===== config.mk =====
export PLATFORM = sky130hd
export DESIGN_NAME = ide_cfg_header
export DESIGN_NICKNAME = d
export VERILOG_FILES = /design/src/include/ide_pkg.sv /design/src/hdl/ide_cfg_header.sv
export VERILOG_INCLUDE_DIRS = /design/src /design/src/include
export SDC_FILE = /design/constraint.sdc
export NUM_CORES = 1
export LEC_CHECK = 0
export ABC_AREA = 1
export BUFFER_PORTS_ARGS = -buffer_cell sky130_fd_sc_hd__buf_4
export CAP_MARGIN = 20
export CORE_ASPECT_RATIO = 0.6
export CORE_MARGIN = 1.5
export CORE_UTILIZATION = 50
export DETAILED_ROUTE_END_ITERATION = 10
export PLACE_DENSITY = 0.88
export SYNTH_ARGS = -nofsm -noshare
export SYNTH_HDL_FRONTEND = slang
export SYNTH_HIERARCHICAL = 1
export SYNTH_SLANG_ARGS = --single-unit

===== constraint.sdc =====
create_clock -name clk_sys -period 2.6 [get_ports clk_sys]
set_input_delay 0.13 -clock clk_sys [delete_from_list [all_inputs] [get_ports clk_sys]]
set_output_delay 0.13 -clock clk_sys [all_outputs]
set_load 0.01 [all_outputs]

===== src/include/ide_defines.svh =====
// Offsets, field positions, reset values and fixed codes of the IDE
// function configuration header. Included by its bare name.
`ifndef IDE_DEFINES_SVH
`define IDE_DEFINES_SVH

// Byte offsets in configuration space
`define IDE_OFS_STATUS 8'h06
`define IDE_OFS_REV 8'h08
`define IDE_OFS_CLASS 8'h09
`define IDE_OFS_LAT 8'h0D
`define IDE_OFS_HDR 8'h0E
`define IDE_OFS_BASE 8'h20

// Dword index of each offset
`define IDE_DW_STATUS 6'h01
`define IDE_DW_ID 6'h02
`define IDE_DW_MISC 6'h03
`define IDE_DW_BASE 6'h08

// Status layout; status sits in the upper half of its dword
`define IDE_STS_LSB 16
`define IDE_STS_INIT_ABORT 13
`define IDE_STS_GOT_ABORT 12
`define IDE_STS_SENT_ABORT 11
`define IDE_STS_RST 16'h0280
`define IDE_SEL_MEDIUM 2'h1

// Fixed codes and reset values
`define IDE_CLASS_CODE 24'h010180
`define IDE_HDR_TYPE 8'h00
`define IDE_LAT_RST 4'h0
`define IDE_BASE_RST 32'h00000001
`define IDE_BASE_IO 4'h1

// Bus-master window decode
`define IDE_CHAN_BYTES 4'h6
`define IDE_SEC_OFS 4'h8

`endif


===== src/include/ide_pkg.sv =====
// Types shared by the IDE function configuration header.
// Numeric constants of the header are in ide_defines.svh; the state encodings here are literal.
`default_nettype none
package ide_pkg;

  typedef struct packed {
    logic valid;
    logic write;
    logic [5:0] idx;
    logic [3:0] be;
    logic [31:0] wdata;
  } ide_cfg_req_s;

  typedef struct packed {
    logic ack;
    logic [31:0] rdata;
  } ide_cfg_rsp_s;

  typedef enum logic [2:0] {
    ide_lt_idle = 3'b001,
    ide_lt_count = 3'b010,
    ide_lt_expired = 3'b100
  } ide_lat_state_e;

endpackage
`default_nettype wire


===== src/hdl/ide_cfg_header.sv =====
// IDE function configuration header: status flags, fixed identity,
// burst latency timer and bus-master I/O window base and decode.
// Assumes configuration cycles arrive as one-dword requests with byte
// enables, all inputs but arst_n synchronous to clk_sys.
`timescale 1ns/1ps
`default_nettype none
`include "ide_defines.svh"

////////////////////////////////////////////////////////////////////////
// Sticky event flag, cleared by software

module ide_w1c_flag (
  input wire logic clk_sys,
  input wire logic arst_n,
  input wire logic ce,
  input wire logic set,
  input wire logic clr,
  output logic q
);
  // Set wins so an event in the clearing cycle is kept
  always_ff @(posedge clk_sys or negedge arst_n) begin
    if (!arst_n) begin
      q <= 1'b0;
    end else if (ce) begin
      if (set) begin
        q <= 1'b1;
      end else if (clr) begin
        q <= 1'b0;
      end
    end
  end
endmodule

////////////////////////////////////////////////////////////////////////

module ide_cfg_header #(
  // Arbitrary neutral stepping value
  parameter logic [7:0] REVISION = 8'h3C
) (
  input wire logic clk_sys,
  input wire logic arst_n,
  input wire logic ce,
  input wire ide_pkg::ide_cfg_req_s cfg_req,
  output ide_pkg::ide_cfg_rsp_s cfg_rsp,
  input wire logic master_abort_evt,
  input wire logic target_abort_evt,
  input wire logic sent_abort_evt,
  input wire logic frame_driven,
  input wire logic hold_acknowledge_grant_n,
  output logic burst_stop,
  input wire logic io_valid,
  input wire logic [15:0] io_addr,
  output logic io_hit,
  output logic io_secondary
);
  import ide_pkg::*;

  logic take;
  logic wr;
  logic sts_wr;
  logic initiator_abort_flag;
  logic got_target_abort_flag;
  logic sent_target_abort_flag;
  logic [1:0] select_timing_field;
  logic back_to_back_capable;
  logic data_parity_flag;
  logic [15:0] function_status;
  logic [23:0] function_class;
  logic [3:0] latency_count_field;
  logic [7:0] burst_latency_timer;
  logic [7:0] lat_limit;
  logic [7:0] lat_cnt;
  logic [8:0] lat_cnt_inc;
  ide_lat_state_e lat_state;
  ide_lat_state_e next_lat_state;
  logic [11:0] base_addr;
  logic [31:0] bus_master_io_base;
  logic [31:0] next_rdata;
  logic [3:0] io_ofs;
  logic io_pri;
  logic io_sec;

  assign take = ce && cfg_req.valid;
  assign wr = take && cfg_req.write;

  //////////////////////////////////////////////////////////////////////
  // Status register

  assign sts_wr = wr && (cfg_req.idx == `IDE_DW_STATUS) && cfg_req.be[3];

  ide_w1c_flag u_init_abort (
    .clk_sys(clk_sys), .arst_n(arst_n), .ce(ce), .q(initiator_abort_flag),
    .set(master_abort_evt),
    .clr(sts_wr && cfg_req.wdata[`IDE_STS_LSB + `IDE_STS_INIT_ABORT])
  );

  ide_w1c_flag u_got_abort (
    .clk_sys(clk_sys), .arst_n(arst_n), .ce(ce), .q(got_target_abort_flag),
    .set(target_abort_evt),
    .clr(sts_wr && cfg_req.wdata[`IDE_STS_LSB + `IDE_STS_GOT_ABORT])
  );

  ide_w1c_flag u_sent_abort (
    .clk_sys(clk_sys), .arst_n(arst_n), .ce(ce), .q(sent_target_abort_flag),
    .set(sent_abort_evt),
    .clr(sts_wr && cfg_req.wdata[`IDE_STS_LSB + `IDE_STS_SENT_ABORT])
  );

  assign select_timing_field = `IDE_SEL_MEDIUM;
  assign back_to_back_capable = 1'b1;
  assign data_parity_flag = 1'b0;

  // Reserved low bits and unimplemented error bits stay zero
  assign function_status = {2'h0, initiator_abort_flag, got_target_abort_flag,
                            sent_target_abort_flag, select_timing_field, data_parity_flag,
                            back_to_back_capable, 7'h00};

  //////////////////////////////////////////////////////////////////////
  // Fixed identity

  assign function_class = `IDE_CLASS_CODE;

  //////////////////////////////////////////////////////////////////////
  // Burst latency timer

  always_ff @(posedge clk_sys or negedge arst_n) begin
    if (!arst_n) begin
      latency_count_field <= `IDE_LAT_RST;
    end else if (wr && (cfg_req.idx == `IDE_DW_MISC) && cfg_req.be[1]) begin
      latency_count_field <= cfg_req.wdata[15:12];
    end
  end

  assign burst_latency_timer = {latency_count_field, 4'h0};
  assign lat_limit = {latency_count_field, 4'h0};
  assign lat_cnt_inc = {1'b0, lat_cnt} + 9'h001;

  always_comb begin
    next_lat_state = lat_state;
    case (lat_state)
      ide_lt_idle: begin
        if (frame_driven) begin
          if (lat_limit == 8'h00) begin
            next_lat_state = ide_lt_expired;
          end else begin
            next_lat_state = ide_lt_count;
          end
        end
      end
      ide_lt_count: begin
        if (!frame_driven) begin
          next_lat_state = ide_lt_idle;
        end else if (lat_cnt_inc >= {1'b0, lat_limit}) begin
          next_lat_state = ide_lt_expired;
        end
      end
      ide_lt_expired: begin
        if (!frame_driven) begin
          next_lat_state = ide_lt_idle;
        end
      end
      default: begin
        next_lat_state = ide_lt_idle;
      end
    endcase
  end

  always_ff @(posedge clk_sys or negedge arst_n) begin
    if (!arst_n) begin
      lat_state <= ide_lt_idle;
    end else if (ce) begin
      lat_state <= next_lat_state;
    end
  end

  // Counter stops once expired, so it never wraps past the limit
  always_ff @(posedge clk_sys or negedge arst_n) begin
    if (!arst_n) begin
      lat_cnt <= 8'h00;
    end else if (ce) begin
      if (!frame_driven) begin
        lat_cnt <= 8'h00;
      end else if (lat_state != ide_lt_expired) begin
        lat_cnt <= lat_cnt_inc[7:0];
      end
    end
  end

  // Grant keeps the burst alive; once expired, the burst ends whenever grant is inactive
  assign burst_stop = (lat_state == ide_lt_expired) && frame_driven
                      && hold_acknowledge_grant_n;

  //////////////////////////////////////////////////////////////////////
  // Bus-master base address and window decode

  always_ff @(posedge clk_sys or negedge arst_n) begin
    if (!arst_n) begin
      base_addr <= 12'(`IDE_BASE_RST >> 4);
    end else if (wr && (cfg_req.idx == `IDE_DW_BASE)) begin
      if (cfg_req.be[0]) begin
        base_addr[3:0] <= cfg_req.wdata[7:4];
      end
      if (cfg_req.be[1]) begin
        base_addr[11:4] <= cfg_req.wdata[15:8];
      end
    end
  end

  assign bus_master_io_base = {16'h0000, base_addr, `IDE_BASE_IO};

  assign io_ofs = io_addr[3:0];
  assign io_pri = io_ofs < `IDE_CHAN_BYTES;
  assign io_sec = (io_ofs >= `IDE_SEC_OFS)
                  && (io_ofs < (`IDE_SEC_OFS + `IDE_CHAN_BYTES));

  // Registered to keep decode off the address path timing
  always_ff @(posedge clk_sys or negedge arst_n) begin
    if (!arst_n) begin
      io_hit <= 1'b0;
      io_secondary <= 1'b0;
    end else if (ce) begin
      io_hit <= io_valid && (io_addr[15:4] == base_addr)
                && (io_pri || io_sec);
      io_secondary <= io_sec;
    end
  end

  //////////////////////////////////////////////////////////////////////
  // Configuration read-back

  always_comb begin
    next_rdata = 32'h00000000;
    if (cfg_req.idx == `IDE_DW_STATUS) begin
      next_rdata = {function_status, 16'h0000};
    end else if (cfg_req.idx == `IDE_DW_ID) begin
      next_rdata = {function_class, REVISION};
    end else if (cfg_req.idx == `IDE_DW_MISC) begin
      next_rdata = {8'h00, `IDE_HDR_TYPE, burst_latency_timer, 8'h00};
    end else if (cfg_req.idx == `IDE_DW_BASE) begin
      next_rdata = bus_master_io_base;
    end
  end

  // Unmapped dwords read zero and writes to them are dropped
  always_ff @(posedge clk_sys or negedge arst_n) begin
    if (!arst_n) begin
      cfg_rsp.ack <= 1'b0;
      cfg_rsp.rdata <= 32'h00000000;
    end else if (ce) begin
      cfg_rsp.ack <= cfg_req.valid;
      if (cfg_req.valid && !cfg_req.write) begin
        cfg_rsp.rdata <= next_rdata;
      end
    end
  end
endmodule
`default_nettype wire


==> Yosys cells after proc, flatten, opt, wreduce, memory -nomap -nowiden <==
Cells that the tools add are included.
{ "totals": {"ff_bits": 65, "output_inout_bits": 36, "elab_cells": 78} }
{ "op_classes": {"n_addsub": 1, "n_lt_le_gt_ge": 4, "eq_ne": 13, "mux": 18, "reduce_logical": 30} }
{ "ops": {"columns": ["operator", "n"], "rows": [
  ["two-way mux 16 bit", 2],
  ["two-way mux 30 bit", 1],
  ["two-way mux 25 bit", 1],
  ["logical AND 1 bit", 16],
  ["two-way mux 8 bit", 2],
  ["two-way mux 3 bit", 5],
  ["AND reduction 2 bit", 7],
  ["== test 12 bit", 1],
  ["== test 6 x 2 -> 1 bit (second input constant)", 2],
  ["adder 8 x 1 -> 9 bit (second input constant)", 1],
  [">= comparator 9 x 8 -> 1 bit", 1],
  ["case mux 3 bit (3 select lines)", 1],
  ["zero test 8 bit", 1],
  ["== test 6 x 1 -> 1 bit (second input constant)", 1],
  ["== test 6 x 4 -> 1 bit (second input constant)", 1],
  ["two-way mux 1 bit", 6],
  ["!= test 3 bit (second input constant)", 2],
  ["nonzero test 2 bit", 3],
  [">= comparator 4 bit (second input constant)", 1],
  ["less-than comparator 4 x 3 -> 1 bit (second input constant)", 1],
  ["less-than comparator 4 bit (second input constant)", 1],
  ["!= test 2 bit (second input constant)", 2],
  ["AND reduction 4 bit", 1],
  ["== test 3 x 1 -> 1 bit (second input constant)", 1],
  ["other kinds (5)", 5]
]} }

==> Logic depth before layout (Yosys ltp) <==
{ "depth": {"word_depth": 7, "ltp_mapped": 17, "mapped_depth_nobuf": 17} }

==> By module <==
Netlist, hierarchy kept.
{ "modules_own_cells": {"columns": ["mod", "instances", "cells_each", "area_each_um2"], "rows": [
  ["ide_cfg_header", 1, 339, 2712.6],
  ["ide_w1c_flag", 3, 5, 40.0]
]} }

==> Least setup slack after synthesis <==
No wires, ideal clock.
{ "synth_timing": {"path_type": "register to register", "startpoint": "reg lat_cnt[0]", "endpoint": "reg lat_state[2]", "arrival_ns": 1.892, "required_time_ns": 2.483, "setup_slack_ns": 0.592, "path_stages_with_launch": 17, "path_buffers": 0, "period_less_slack_ns": 2.008, "path_cell_list": "dfrtp_1 -> ha_1 -> nand3_1 -> nor2_1 -> nand3_1 -> nand2_1 -> inv_1 -> ha_1 -> nand2_1 -> nor2_1 -> nand2_1 -> nor2_1 -> nand2_1 -> nand3_1 -> nand2_1 -> nand2_1 -> nand2_1"} }
{ "synth_between": {"elab_chain_cells": 4} }
{ "synth_lines": {"columns": ["item", "line_no", "rtl"], "rows": [
  ["start, declared", "ide_cfg_header.sv:72", "logic [7:0] lat_cnt;"],
  ["start signal, assigned", "ide_cfg_header.sv:184", "lat_cnt <= lat_cnt_inc[7:0];"],
  ["adder 8 x 1 -> 9 bit", "ide_cfg_header.sv:136", "assign lat_cnt_inc = {1'b0, lat_cnt} + 9'h001;"],
  [">= comparator 9 x 8 -> 1 bit", "ide_cfg_header.sv:153", "end else if (lat_cnt_inc >= {1'b0, lat_limit}) begin"],
  ["!= test 3 bit (no source line)", null, null],
  ["AND reduction 4 bit (no source line)", null, null],
  ["end signal, assigned", "ide_cfg_header.sv:170", "lat_state <= ide_lt_idle;"],
  ["end signal, assigned", "ide_cfg_header.sv:172", "lat_state <= next_lat_state;"],
  ["end, declared", "ide_cfg_header.sv:74", "ide_lat_state_e lat_state;"]
]} }
Every way passes these cells.
A chain may end at the register's enable or synchronous reset.

==> Worst setup path in the final report <==
{ "layout_timing": {"startpoint": "reg lat_cnt[0]", "endpoint": "reg lat_state[0]"} }
Same word-level chain as after synthesis.

==> flow_metrics.env <==
export IMPL_cp_arrival_ns=2.63
export IMPL_wl_per_cell_um=13.9
export IMPL_status="finished clean"
export IMPL_period_needed_ns=2.38
export IMPL_maxCapViolCount=0
export IMPL_tightest_slew_ns=0.648
export IMPL_cts_root_buf="clkbuf_8"
export IMPL_finalCritPeriodShare=0.916
export IMPL_irDropWorstVdd_mv=0.279
export IMPL_grtUsageTotal=0.237
export IMPL_clk_pin_slew_worst_paths_ns=0.09
export IMPL_fmax_mhz=420
export IMPL_drtIter0Drc=159
export IMPL_area_growth_pct=23.9
export IMPL_slowest_stage="dfrtp_1"
export IMPL_crit_type="reg2reg"
export IMPL_fp_dieH_um=61.3
export IMPL_die_area_sq_um=6140
export IMPL_fin_tns_setup_ns=0
export IMPL_rows=20
export IMPL_grt_max_degree=52
export IMPL_max_slew_margin=0.568
export IMPL_synth_xor_area_frac=0.0155
export IMPL_switching_power_mw=0.473
export IMPL_drive_gt1_frac=0.259
export IMPL_switching_share=0.285
export IMPL_io_buffers=75
export IMPL_dp_hpwl_um=5260
export IMPL_required_ns=2.85
export IMPL_cp_end_kind="flop"
export IMPL_synth_area_top_cells="dfrtp_1 44%, nand2_1 14%, inv_1 5.7%"
export IMPL_synth_top_area_share=0.442
export IMPL_crit_top_cell="nand2_1"
export IMPL_place_inst=487
export IMPL_grt_first_pass_wirelength_um=11100
export IMPL_antenna_found_initial=0
export IMPL_synth_compound_gate_area_share=0.0928
export IMPL_p_per_area_nw_per_um2=473
export IMPL_worst_path_max_fanout=5
export IMPL_syn_inst=354
export IMPL_clock_latency_ns=0.31
export IMPL_ant_nets=0
export IMPL_drc_errors=0
export IMPL_instances_no_fill=498
export IMPL_synth_fa_ha_area_frac=0.0265
export IMPL_utilization=0.668
export IMPL_fillers=456
export IMPL_cts_tree="done"
export IMPL_first_pass_iters=5
export IMPL_synth_top_family_by_area="simple AND/OR/NAND/NOR gates"
export IMPL_cts_sinks=51
export IMPL_dpl_cell_area_sq_um=3380
export IMPL_avgSynthCellArea_sq_um=8.00
export IMPL_ys_flop_type="dfrtp_1"
export IMPL_synth_area_leader_cell="dfrtp_1"
export IMPL_crit_chain="ha_2, nand3_1, nor2_2, buf_4, nand2_1, nand2_1, nand2_1, inv_1, ha_1, a21oi_1, nand2_1, a21oi_1, nand3_2, nand2_1, nand2_1, nand2_1"
export IMPL_yosys_top_cells_count="103 x nand2_1, 50 x dfrtp_1, 43 x inv_1"
export IMPL_synth_edf_count=0
export IMPL_hp_class="in2reg"
export IMPL_async_flop_share=1.00
export IMPL_max_stage_delay_ns=0.42
export IMPL_cellLeakagePower_nw=1.93
export IMPL_syn_cell_area_sq_um=2830
export IMPL_routed_wirelength_um=6930
export IMPL_rsz0062_at_grt="no"
export IMPL_setup_ws_ns=0.220
export IMPL_synth_most_common_cell="nand2_1"
export IMPL_io_pins=105
export IMPL_seq_power_share=0.530
export IMPL_final_net_count=506
export IMPL_dpl_worst_slack_ns=0.285
export IMPL_synth_simple_area_share=0.303
export IMPL_synth_seq_area_share=0.451
export IMPL_combPwrFrac=0.186
export IMPL_vias=2618
export IMPL_ys_warn_count=6
export IMPL_intPower_mw=1.19
export IMPL_grt_pass1_vias=2428
export IMPL_ys_types=34
export IMPL_start_kind="flop"
export IMPL_antenna_cells=0
export IMPL_finalPower_mw=1.66
export IMPL_initial_core_util=0.539
export IMPL_die_w_um=100
export IMPL_cts_buffers=5
export IMPL_finalClockSkew_ns=0.0118
export IMPL_p_clk_frac=0.284
export IMPL_hold_violations=0
export IMPL_htreeDepth=2
export IMPL_viasPerCell=5.26
export IMPL_holdWs_ns=0.0434
export IMPL_setup_viol_count_final=0
export IMPL_muxShareOfSynthArea=0
export IMPL_slew_viol_final=0
export IMPL_grt_overflow=0
export IMPL_gp_congestion=0.782
export IMPL_synth_seq_cells=51
export IMPL_coreArea_sq_um=5260
export IMPL_cts_buffer_depth=2
export IMPL_design_area_sq_um=3510
power by group through the flow:
stage                     clock network, mW  registers, mW  logic [mW]
after global routing                  0.514          0.886       0.351
after CTS                             0.474          0.878       0.307
after floorplan                           0          0.889       0.178
after detailed placement                  0          0.893       0.306
final                                 0.472          0.880       0.309
after global placement                    0          0.891       0.295
state kept, by name, indices dropped and copies added (netlist names):
name and flops:
lat_state 3, base_addr 12, u_init_abort/q 1, u_got_abort/q 1, io_hit 1, lat_cnt 8, u_sent_abort/q 1, io_secondary 1
cfg_rsp 19, latency_count_field 4
per-layer routing:
| metal | GRT usage | part of all wire | vias up |
|---|---|---|---|
| li1 | - | - | 1269 |
| met1 | 0.332 | 0.47 | 1222 |
| met2 | 0.386 | 0.44 | 119 |
| met3 | 0.0545 | 0.080 | 8 |
| met4 | 0.0563 | 0.0098 | 0 |
| met5 | 0 | 0 | - |
cell families after synthesis:
| kind of cell | after synthesis |
|---|---|
| AND/OR/NAND/NOR | 181 |
| adder cells (fa/ha/maj) | 6 |
| buffers and inverters | 64 |
| AO/OA/AOI/OAI | 46 |
| flip-flops | 51 |
| XOR/XNOR | 5 |
| other | 1 |
timing repair:
item,in CTS,in global routing
endpoints found under the setup margin,0,3
hold buffers,1,0
buffers inserted,0,2
gates resized for setup,0,4
endpoints found under the hold margin,50,0
cell type report:
class,instances,area [sq um],share of cell area
well taps,66,82.6,0.0235
multi-input cells,248,1290,0.368
inverters,47,179,0.0510
flip-flops and latches,51,1280,0.364
clock buffers,7,86.3,0.0246
clock inverters,1,5.00,0.00143
repair buffers,78,588,0.168
worst max-delay path: cells and delay by family, from the launching register on:
family          cells  cell delay, ns
compound gates      2            0.31
fa+ha+maj           2            0.48
buf+inv             2            0.20
flops               1            0.42
simple gates       10            0.93
cells in the final DEF, fill, tap and decap left out, drive strengths merged:
cell type    count
nand3b           2
clkbuf           7
conb            10
dlygate4sd3      1
a21oi           11
o21ai           27
nand4           12
nand2          106
dfstp            1
o22ai            6
nor2            33
ha               6
inv             45
xor2             2
nand3           25
a21boi           1
nor3             2
and2             1
clkinv           3
buf             77
dfrtp           50
o2111ai          1
xnor2            3
worst paths after layout:
path	start	endpoint	slack, ns	depth (start not counted)
max in group asynchronous	arst_n	base_addr[11]$_DFFE_PN0P_	1.77	2
setup / recovery	lat_cnt[0]$_DFFE_PN0P_	lat_state[0]$_DFFE_PN1P_	0.22	16
hold reg to reg	u_sent_abort/q$_DFFE_PN0P_	u_sent_abort/q$_DFFE_PN0P_	0.48	2
min in group asynchronous	arst_n	base_addr[3]$_DFFE_PN0P_	0.39	2
hold / removal	cfg_req[10]	base_addr[6]$_DFFE_PN0P_	0.04	3
setup reg to reg	lat_cnt[0]$_DFFE_PN0P_	lat_state[0]$_DFFE_PN1P_	0.22	16
Power figures use the tool's default switching activity.
